## src/rtl/alu_core_fix_note.sv

```systemverilog
/*
 * Holds no logic: the whole load unit lives in alu_core.
 * Assumes nothing of its surroundings.
 */
`timescale 1ns/1ps

```

## src/include/alu_pkg.sv

```systemverilog
/*
 * Shared constants and types of the accumulator load unit: data widths,
 * stack depth, reset values, operation and operand codes, and the states
 * of the load sequencer.
 * Assumes a single 25 MHz clock and word and bit memories that answer
 * each request with a one-cycle acknowledge.
 */
package alu_pkg;
	localparam int ACC_W = 32;          // Accumulator and stack level width.
	localparam int WORD_W = 16;         // Width of one word-store location.
	localparam int ADDR_W = 16;         // Word and bit address width.
	localparam int STACK_DEPTH = 8;     // Levels of the accumulator stack.
	localparam int CNT_W = 6;           // Width of the bit count operand.
	localparam int OCT_DIGITS = 8;      // Octal digits taken from the operand.
	localparam logic [CNT_W-1:0] MAX_BITS = 6'h20;   // Longest bit field.
	localparam logic [ACC_W-1:0] ACC_RST = 32'h0000_0000;  // Cleared value.
	localparam logic [ADDR_W-1:0] ADDR_RST = 16'h0000;     // Idle address.
	localparam logic [ADDR_W-1:0] ADDR_STEP = 16'h0001;    // Next location.
	localparam logic [CNT_W-1:0] CNT_RST = 6'h00;          // Counter start.
	localparam logic [CNT_W-1:0] CNT_STEP = 6'h01;         // Counter step.

	// Operations issued by the instruction sequencer.
	typedef enum logic [2:0] {
		OP_NONE = 3'h0,
		OP_DOUBLE_WORD_LOAD = 3'h1,
		OP_BIT_FIELD_LOAD = 3'h2,
		OP_OCTAL_ADDRESS_LOAD = 3'h3,
		OP_INDEXED_WORD_LOAD = 3'h4
	} alu_op_t;

	// Source kinds of the double-word load operand.
	typedef enum logic [1:0] {
		SRC_DIRECT = 2'h0,
		SRC_IMMEDIATE = 2'h1,
		SRC_POINTER = 2'h2
	} alu_src_t;

	// Sequencer states, Gray coded along idle, pointer, low, high.
	typedef enum logic [2:0] {
		ST_IDLE = 3'h0,
		ST_POINTER = 3'h1,
		ST_LOW_WORD = 3'h3,
		ST_HIGH_WORD = 3'h2,
		ST_BITS = 3'h6
	} alu_state_t;
endpackage

```

## src/rtl/alu_core.sv

```systemverilog
/*
 * Accumulator load unit: carries out the double-word, bit-field, octal
 * address and indexed word loads into a 32-bit accumulator backed by an
 * eight-level push-down stack, and keeps the zero-result flag.
 * Assumes the sequencer offers an operation only while busy is low, and
 * that each memory raises its acknowledge with read data for one cycle.
 */
`timescale 1ns/1ps

// Contract
// [RULE1] Double-word load writes full 32 bits.
// [RULE2] Source: two words, immediate, or pointer.
// [RULE3] Zero flag follows every loaded value.
// [RULE4] Consecutive loads push old accumulator first.
// [RULE5] Bit-field load copies 1 to 32 bits.
// [RULE6] Bits beyond the count are zero.
// [RULE7] Octal operand converted to binary, 16 bits.
// [RULE8] Indexed address is source plus stack top.
// [RULE9] Indexed word fills low half, upper cleared.
// [RULE10] Eight-level stack, deepest entry is lost.
// [RULE11] Accumulator cleared at each scan end.
// [RULE12] 32-bit transfers use two adjacent words.
// [RULE13] Store cancels the pending push.
// [RULE14] Lower word fills bits 15 to 0.
// [RULE15] Start bit lands in bit 0, ascending.
module alu_core (
	input wire logic clk_sys_in,
	input wire logic rst_b_in,
	input wire logic op_valid_in,
	input wire alu_pkg::alu_op_t op_code_in,
	input wire alu_pkg::alu_src_t op_src_in,
	input wire logic [alu_pkg::ADDR_W-1:0] op_addr_in,
	input wire logic [alu_pkg::ACC_W-1:0] op_imm_in,
	input wire logic [alu_pkg::CNT_W-1:0] op_count_in,
	input wire logic store_in,
	input wire logic scan_end_in,
	input wire logic word_ack_in,
	input wire logic [alu_pkg::WORD_W-1:0] word_data_in,
	input wire logic bit_ack_in,
	input wire logic bit_data_in,
	output logic word_rd_out,
	output logic [alu_pkg::ADDR_W-1:0] word_addr_out,
	output logic bit_rd_out,
	output logic [alu_pkg::ADDR_W-1:0] bit_addr_out,
	output logic [alu_pkg::ACC_W-1:0] acc_out,
	output logic [alu_pkg::ACC_W-1:0] stack_top_out,
	output logic zero_result_flag_out,
	output logic busy_out,
	output logic done_out
);
	import alu_pkg::*;

	// Turns octal digits held one per nibble into their binary value.
	// Only the low three bits of each nibble are used, so a digit of 8 or
	// 9 silently folds; the sequencer is trusted to pass octal digits.
	function automatic logic [WORD_W-1:0] oct_to_bin(
		input logic [ACC_W-1:0] digits
	);
		logic [3*OCT_DIGITS-1:0] packed_bits;
		packed_bits = '0;
		for (int i = 0; i < OCT_DIGITS; i++) begin
			packed_bits[3*i +: 3] = digits[4*i +: 3];
		end
		return packed_bits[WORD_W-1:0];
	endfunction

	// Clamps the requested bit count into the legal range of 1 to 32.
	function automatic logic [CNT_W-1:0] clamp_count(
		input logic [CNT_W-1:0] count
	);
		return (count == CNT_RST) ? CNT_STEP :
			((count > MAX_BITS) ? MAX_BITS : count);
	endfunction

	alu_state_t state_r, state_nxt;              // Sequencer state.
	logic [ACC_W-1:0] acc_r, acc_nxt;            // The accumulator.
	logic [ACC_W-1:0] stack_r [STACK_DEPTH];     // Stack, level 0 on top.
	logic [ACC_W-1:0] stack_nxt [STACK_DEPTH];   // Next stack contents.
	logic zero_r, zero_nxt;                      // Zero-result flag.
	logic push_pend_r, push_pend_nxt;            // A load happened since store or scan end.
	logic done_r, done_nxt;                      // Load completed pulse.
	logic busy_r, busy_nxt;                      // Multi-cycle load running.
	logic word_rd_r, word_rd_nxt;                // Word read request.
	logic [ADDR_W-1:0] word_addr_r, word_addr_nxt;
	logic bit_rd_r, bit_rd_nxt;                  // Bit read request.
	logic [ADDR_W-1:0] bit_addr_r, bit_addr_nxt;
	logic [ACC_W-1:0] build_r, build_nxt;        // Value being assembled.
	logic [CNT_W-1:0] bit_idx_r, bit_idx_nxt;    // Bits gathered so far.
	logic [CNT_W-1:0] bit_len_r, bit_len_nxt;    // Bits wanted in total.
	logic is_double_r, is_double_nxt;            // Word sequence is a double.
	logic do_commit;                             // Write a value this cycle.
	logic [ACC_W-1:0] commit_val;                // The value to be written.

	// Sequencer: fetches operands, assembles the value and commits it.
	always_comb begin
		state_nxt = state_r;
		acc_nxt = acc_r;
		zero_nxt = zero_r;
		push_pend_nxt = push_pend_r;
		done_nxt = 1'b0;
		busy_nxt = busy_r;
		word_rd_nxt = word_rd_r;
		word_addr_nxt = word_addr_r;
		bit_rd_nxt = bit_rd_r;
		bit_addr_nxt = bit_addr_r;
		build_nxt = build_r;
		bit_idx_nxt = bit_idx_r;
		bit_len_nxt = bit_len_r;
		is_double_nxt = is_double_r;
		do_commit = 1'b0;
		commit_val = ACC_RST;
		for (int i = 0; i < STACK_DEPTH; i++) begin
			stack_nxt[i] = stack_r[i];
		end
		case (state_r)
			ST_IDLE: begin
				// A new operation is taken only here; busy keeps others off.
				if (op_valid_in) begin
					build_nxt = ACC_RST;
					is_double_nxt = (op_code_in == OP_DOUBLE_WORD_LOAD);
					case (op_code_in)
						OP_DOUBLE_WORD_LOAD: begin
							if (op_src_in == SRC_IMMEDIATE) begin
								do_commit = 1'b1;  // [RULE1] [RULE2]
								commit_val = op_imm_in;
							end else begin
								// Direct words or a pointer word first. [RULE2]
								word_rd_nxt = 1'b1;
								word_addr_nxt = op_addr_in;
								busy_nxt = 1'b1;
								state_nxt = (op_src_in == SRC_POINTER) ?
									ST_POINTER : ST_LOW_WORD;
							end
						end
						OP_BIT_FIELD_LOAD: begin
							bit_rd_nxt = 1'b1;
							bit_addr_nxt = op_addr_in;
							bit_idx_nxt = CNT_RST;
							bit_len_nxt = clamp_count(op_count_in);  // [RULE5]
							busy_nxt = 1'b1;
							state_nxt = ST_BITS;
						end
						OP_OCTAL_ADDRESS_LOAD: begin
							do_commit = 1'b1;
							commit_val = {16'h0000, oct_to_bin(op_imm_in)};  // [RULE7]
						end
						OP_INDEXED_WORD_LOAD: begin
							// Offset: stack top once this load has pushed. [RULE8]
							word_rd_nxt = 1'b1;
							word_addr_nxt = op_addr_in + (push_pend_r ?
								acc_r[ADDR_W-1:0] : stack_r[0][ADDR_W-1:0]);
							busy_nxt = 1'b1;
							state_nxt = ST_LOW_WORD;
						end
						default: build_nxt = build_r;  // Unknown codes are ignored.
					endcase
				end
			end
			ST_POINTER: begin
				// The pointer word holds the binary address of the data.
				if (word_ack_in) begin
					word_addr_nxt = word_data_in;
					state_nxt = ST_LOW_WORD;
				end
			end
			ST_LOW_WORD: begin
				if (word_ack_in) begin
					build_nxt = {16'h0000, word_data_in};  // [RULE14]
					if (!is_double_r) begin
						// Indexed load ends here, upper half zero. [RULE9]
						do_commit = 1'b1;
						commit_val = {16'h0000, word_data_in};
						word_rd_nxt = 1'b0;
						busy_nxt = 1'b0;
						state_nxt = ST_IDLE;
					end else begin
						// Second, adjacent location for the upper half. [RULE12]
						word_addr_nxt = word_addr_r + ADDR_STEP;
						state_nxt = ST_HIGH_WORD;
					end
				end
			end
			ST_HIGH_WORD: begin
				if (word_ack_in) begin
					do_commit = 1'b1;  // [RULE1]
					commit_val = {word_data_in, build_r[WORD_W-1:0]};  // [RULE14]
					word_rd_nxt = 1'b0;
					busy_nxt = 1'b0;
					state_nxt = ST_IDLE;
				end
			end
			ST_BITS: begin
				if (bit_ack_in) begin
					// Bit n of the field lands in accumulator bit n. [RULE15]
					build_nxt = build_r |
						(ACC_W'(bit_data_in) << bit_idx_r[4:0]);
					bit_idx_nxt = bit_idx_r + CNT_STEP;
					bit_addr_nxt = bit_addr_r + ADDR_STEP;
					if (bit_idx_nxt == bit_len_r) begin
						// Build started at zero, so upper bits stay zero. [RULE6]
						do_commit = 1'b1;
						commit_val = build_nxt;
						bit_rd_nxt = 1'b0;
						busy_nxt = 1'b0;
						state_nxt = ST_IDLE;
					end
				end
			end
			default: begin
				state_nxt = ST_IDLE;
				busy_nxt = 1'b0;
				word_rd_nxt = 1'b0;
				bit_rd_nxt = 1'b0;
			end
		endcase
		// A store cancels the push; a commit in the same cycle sets it again,
		// so a load that lands with a store still pushes and leaves a push pending.
		if (store_in) begin
			push_pend_nxt = 1'b0;  // [RULE13]
		end
		// Writing a value: push first if a load came before, no store or scan end since.
		if (do_commit) begin
			if (push_pend_r) begin
				stack_nxt[0] = acc_r;  // [RULE4]
				for (int i = 1; i < STACK_DEPTH; i++) begin
					stack_nxt[i] = stack_r[i-1];  // [RULE10]
				end
			end
			acc_nxt = commit_val;
			zero_nxt = (commit_val == ACC_RST);  // [RULE3]
			push_pend_nxt = 1'b1;
			done_nxt = 1'b1;
		end
		// End of scan wins over anything else on the accumulator.
		if (scan_end_in) begin
			acc_nxt = ACC_RST;  // [RULE11]
			push_pend_nxt = 1'b0;
		end
	end

	// Registers of the sequencer and the accumulator.
	always_ff @(posedge clk_sys_in or negedge rst_b_in) begin
		if (!rst_b_in) begin
			state_r <= ST_IDLE;
			acc_r <= ACC_RST;
			zero_r <= 1'b0;
			push_pend_r <= 1'b0;
			done_r <= 1'b0;
			busy_r <= 1'b0;
			word_rd_r <= 1'b0;
			word_addr_r <= ADDR_RST;
			bit_rd_r <= 1'b0;
			bit_addr_r <= ADDR_RST;
			build_r <= ACC_RST;
			bit_idx_r <= CNT_RST;
			bit_len_r <= CNT_RST;
			is_double_r <= 1'b0;
		end else begin
			state_r <= state_nxt;
			acc_r <= acc_nxt;
			zero_r <= zero_nxt;
			push_pend_r <= push_pend_nxt;
			done_r <= done_nxt;
			busy_r <= busy_nxt;
			word_rd_r <= word_rd_nxt;
			word_addr_r <= word_addr_nxt;
			bit_rd_r <= bit_rd_nxt;
			bit_addr_r <= bit_addr_nxt;
			build_r <= build_nxt;
			bit_idx_r <= bit_idx_nxt;
			bit_len_r <= bit_len_nxt;
			is_double_r <= is_double_nxt;
		end
	end

	// Stack levels, each one register stage per level.
	generate
		for (genvar g = 0; g < STACK_DEPTH; g++) begin : g_level
			always_ff @(posedge clk_sys_in or negedge rst_b_in) begin
				if (!rst_b_in) begin
					stack_r[g] <= ACC_RST;
				end else begin
					stack_r[g] <= stack_nxt[g];
				end
			end
		end
	endgenerate

	// Every output is a flip-flop.
	assign word_rd_out = word_rd_r;
	assign word_addr_out = word_addr_r;
	assign bit_rd_out = bit_rd_r;
	assign bit_addr_out = bit_addr_r;
	assign acc_out = acc_r;
	assign stack_top_out = stack_r[0];
	assign zero_result_flag_out = zero_r;
	assign busy_out = busy_r;
	assign done_out = done_r;
endmodule // alu_core

```

## config.mk

```make
export PLATFORM = sky130hd
export DESIGN_NAME = alu_core
export DESIGN_NICKNAME = d
export VERILOG_FILES = /design/src/rtl/alu_core_fix_note.sv /design/src/include/alu_pkg.sv /design/src/rtl/alu_core.sv
export SDC_FILE = /design/constraint.sdc
export NUM_CORES = 1
export LEC_CHECK = 0
export BUFFER_PORTS_ARGS = -buffer_cell sky130_fd_sc_hd__buf_2
export CORE_MARGIN = 2
export CORE_UTILIZATION = 30
export CTS_CLUSTER_DIAMETER = 120
export DETAILED_ROUTE_END_ITERATION = 10
export RECOVER_POWER = 25
export SYNTH_ARGS = -nofsm -noshare
export SYNTH_HDL_FRONTEND = slang
export SYNTH_SLANG_ARGS = --single-unit
```

## constraint.sdc

```tcl
create_clock -name clk_sys_in -period 7.3 [get_ports clk_sys_in]
set_input_delay 2.19 -clock clk_sys_in [delete_from_list [all_inputs] [get_ports clk_sys_in]]
set_output_delay 2.19 -clock clk_sys_in [all_outputs]
set_load 0.1 [all_outputs]
```

==> key figures <==
STA
  • Worst Setup Slack, final: around 2.3 ns
  • Fmax achieved: between 0.15 and 0.2 GHz
  • Tmin final: between 5 and 6 ns
  • Worst clock skew: around 0.013 ns
  • Final Slew Violations: 100
  • Final Hold Fails: 0
  • Max-slew headroom: -0.771
  • RSZ-0062 raised after global routing: false
  • Post-Route Setup TNS: 0 ns
  • Final period util: 0.689
  • Final setup viols: 0
  • Worst slew pin tran: around 2.7 ns

Logic synthesis
  • Syn nets: approximately 1200
  • Yosys top cell area share: 0.400
  • Mapped Area: 9370 um2
  • Yosys cell types: 76
  • Area contributors post-synth: dfrtp_1 40%, nand2_1 6.7%, a21oi_1 5.3%
  • Ys async rst share: 1.00
  • Syn avg cell area: 8.66 um2
  • Area leader, netlist: dfrtp_1
  • Mapped Cells: 1083
  • Top post-synthesis cells by count: 167 x nand2_1, 150 x dfrtp_1, 99 x a21oi_1, 86 x nor2_1, 75 x o21ai_0
  • Sequential-to-total area share from yosys stat: 0.400
  • Synth Flop Type: dfrtp_1
  • Top-count cell post-synth: nand2_1
  • EDFF count, synth: 0
  • Post-synthesis register bit count: 150
  • Syn. warnings: 0

Clock tree
  • CTS buffer count: 17
  • Root Buffer: clkbuf_16
  • Clk Latency, worst-skew pair: between 0.4 and 0.5 ns
  • Clock-pin transition on the worst setup and hold timing paths: ~0.07 ns
  • Postcts setup bufs: 0
  • TritonCTS clock tree: yes
  • Clock sinks: 150
  • Hold-fix buffers, CTS: 0
  • PostCTS Resize Cnt: 0
  • H-tree lvl count: 4
  • CTS max path bufs: 2

Placed design
  • I/O Buffers: approximately 180
  • Cells after DPL: ~1600
  • Dpl hpwl: 28100 um
  • Routability congestion estimate: 0.941
  • Post-Place Worst Slack: between 1.5 and 2 ns
  • Placed instance area: around 11000 um2

Routing
  • Antenna viol nets, final: 0
  • Wirelength per Cell: around 23 um
  • Drt first pass iters: 6
  • Initial drt markers: ~1100
  • DRT Wirelength: between 30000 and 40000 um
  • Post-route DRC: 0
  • Vias: approximately 9300
  • Via density: ~5.7

Finish
  • Non-filler cells, final: about 1600
  • Multi-input gate area: roughly 5300 um2
  • Share of cells above drive strength 1: 0.209
  • Nets: 1326
  • Area growth syn-to-layout: 18.8%
  • Register area: roughly 3800 um2
  • Final Instance Area: 11100 um2
  • # fillers: about 3200

Worst hold path
  • Hold EP: build_r[25]
  • Hold Crit Class: reg -> reg
  • WHS Path Cells: 2
  • Hold Path Origin: build_r[25]

Floorplan
  • Total core area: 30700 um2
  • Total die area: around 33000 um2
  • Row Count: 64
  • Die H: about 180 um
  • Initial Util: 0.306
  • Ports: around 180
  • Die span in x: approximately 180 um

Critical path
  • RR Endpoint: stack_top_out[24]
  • CP Capture Type: register
  • CP Max Fanout: 32
  • R2R cell count: 9
  • Reg2reg setup slack: 3.28 ns
  • Startpoint Class: input port
  • Crit path DAT: roughly 5.4 ns
  • Reg-to-reg startpoint: state_r[1]
  • Crit path from: op_code_in[2]
  • Worst EP required: ~7.6 ns
  • Setup CP Type: in -> reg

Global route
  • Congestion Overflow GR: 0
  • GR Util All Layers: 0.222
  • Vias in the first global route: 8931
  • First-pass GRT wire length: about 56000 um
  • Initial antenna violation count: 1
  • Largest net degree at the start of global routing: 100

Job
  • Max Cap Viol: 1

Power
  • Leak pwr: around 5.1 nW
  • Pwr dens: 493 nW/um2
  • Overall power: roughly 5.5 mW
  • Worst VDD drop: about 0.27 mV

Status
  • Outcome: complete, but fails checks
  • Failing checks: capacitance limit, slew limit
[worst max path at each step]
| stage | endpoint | slack (ns) | cells after the start |
|---|---|---|---|
| floorplan | zero_result_flag_out | 3.20 | 10 |
| global placement | stack_top_out[21] | 2.08 | 10 |
| detailed placement | stack_top_out[28] | 1.93 | 10 |
| CTS | stack_top_out[30] | 2.39 | 10 |
| global route | stack_top_out[19] | 1.92 | 10 |
| finish | stack_top_out[24] | 2.27 | 10 |
[routing by layer]
layer / up-vias / global-route usage / wire length (um)
met5: - / 0 / 0
met4: 0 / 0.0819 / 1220
met3: 64 / 0.0482 / 3090
met2: 458 / 0.362 / 17300
met1: 4491 / 0.288 / 15200
li1: 4304 / - / -
[flip-flops by register name (all words and copies together), names as in the netlist]
name and flops:
stack_top_out 32, zero_result_flag_out 1, acc_out 32, push_pend_r 1, word_addr_out 16, is_double_r 1
bit_rd_out 1, bit_len_r 6, bit_addr_out 16, bit_idx_r 6, word_rd_out 1, done_out 1
state_r 3, build_r 32, busy_out 1
[placed cells by master, fill, tap and decap left out, drive strengths merged, types with 15 or more instances in the layout]
master,n
buf,190
nand3,28
a21oi,99
and3,25
ha,18
a31oi,29
a222oi,16
inv,18
o21ai,86
mux2,47
dfrtp,150
clkbuf,21
nand2b,15
a32oi,20
nor3,17
nor2,86
nor4,15
a22oi,20
nand2,169
[stage by stage]
step / util / hold slack, ns
2_1_floorplan: - / 0.447
3_3_place_gp: 0.344 / 0.459
3_5_place_dp: 0.344 / 0.463
4_1_cts: 0.363 / 0.480
5_1_grt: 0.363 / 0.505
6_report: 0.363 / 0.474
[power breakdown]
part / internal (mW) / switching, mW
logic: 0.714 / 2.44
registers: 1.10 / 0.336
clock network: 0.486 / 0.419
total: 2.30 / 3.20
[kinds of logic after synthesis]
logic type / share of synthesized area
AOI/OAI and AO/OA: 0.234
adders and majority gates: 0.0262
buffers and inverters: 0.0398
DFF: 0.400
xor gates and xnor gates: 0.0178
muxes: 0.0661
and+or+nand+nor: 0.216
[cell type report]
class                           instances  area share
Antenna cell                            1    0.000225
Clock buffer                           18      0.0385
Clock inverter                         14      0.0138
Inverter                               10     0.00337
Multi-Input combinational cell        852       0.474
Sequential cell                       150       0.337
Tap cell                              396      0.0445
Timing Repair Buffer                  193      0.0885
[critical path: stages]
cell      delay, ns
clkbuf_1       0.30
nor2b_1        0.16
nand2_1        0.38
nor2_1         0.19
nor3_1         0.50
nor2b_2        0.23
buf_4          0.31
inv_2          0.10
nand2_2        0.60
mux2_1         0.39
Note: power is estimated with default switching activity, not from simulation.
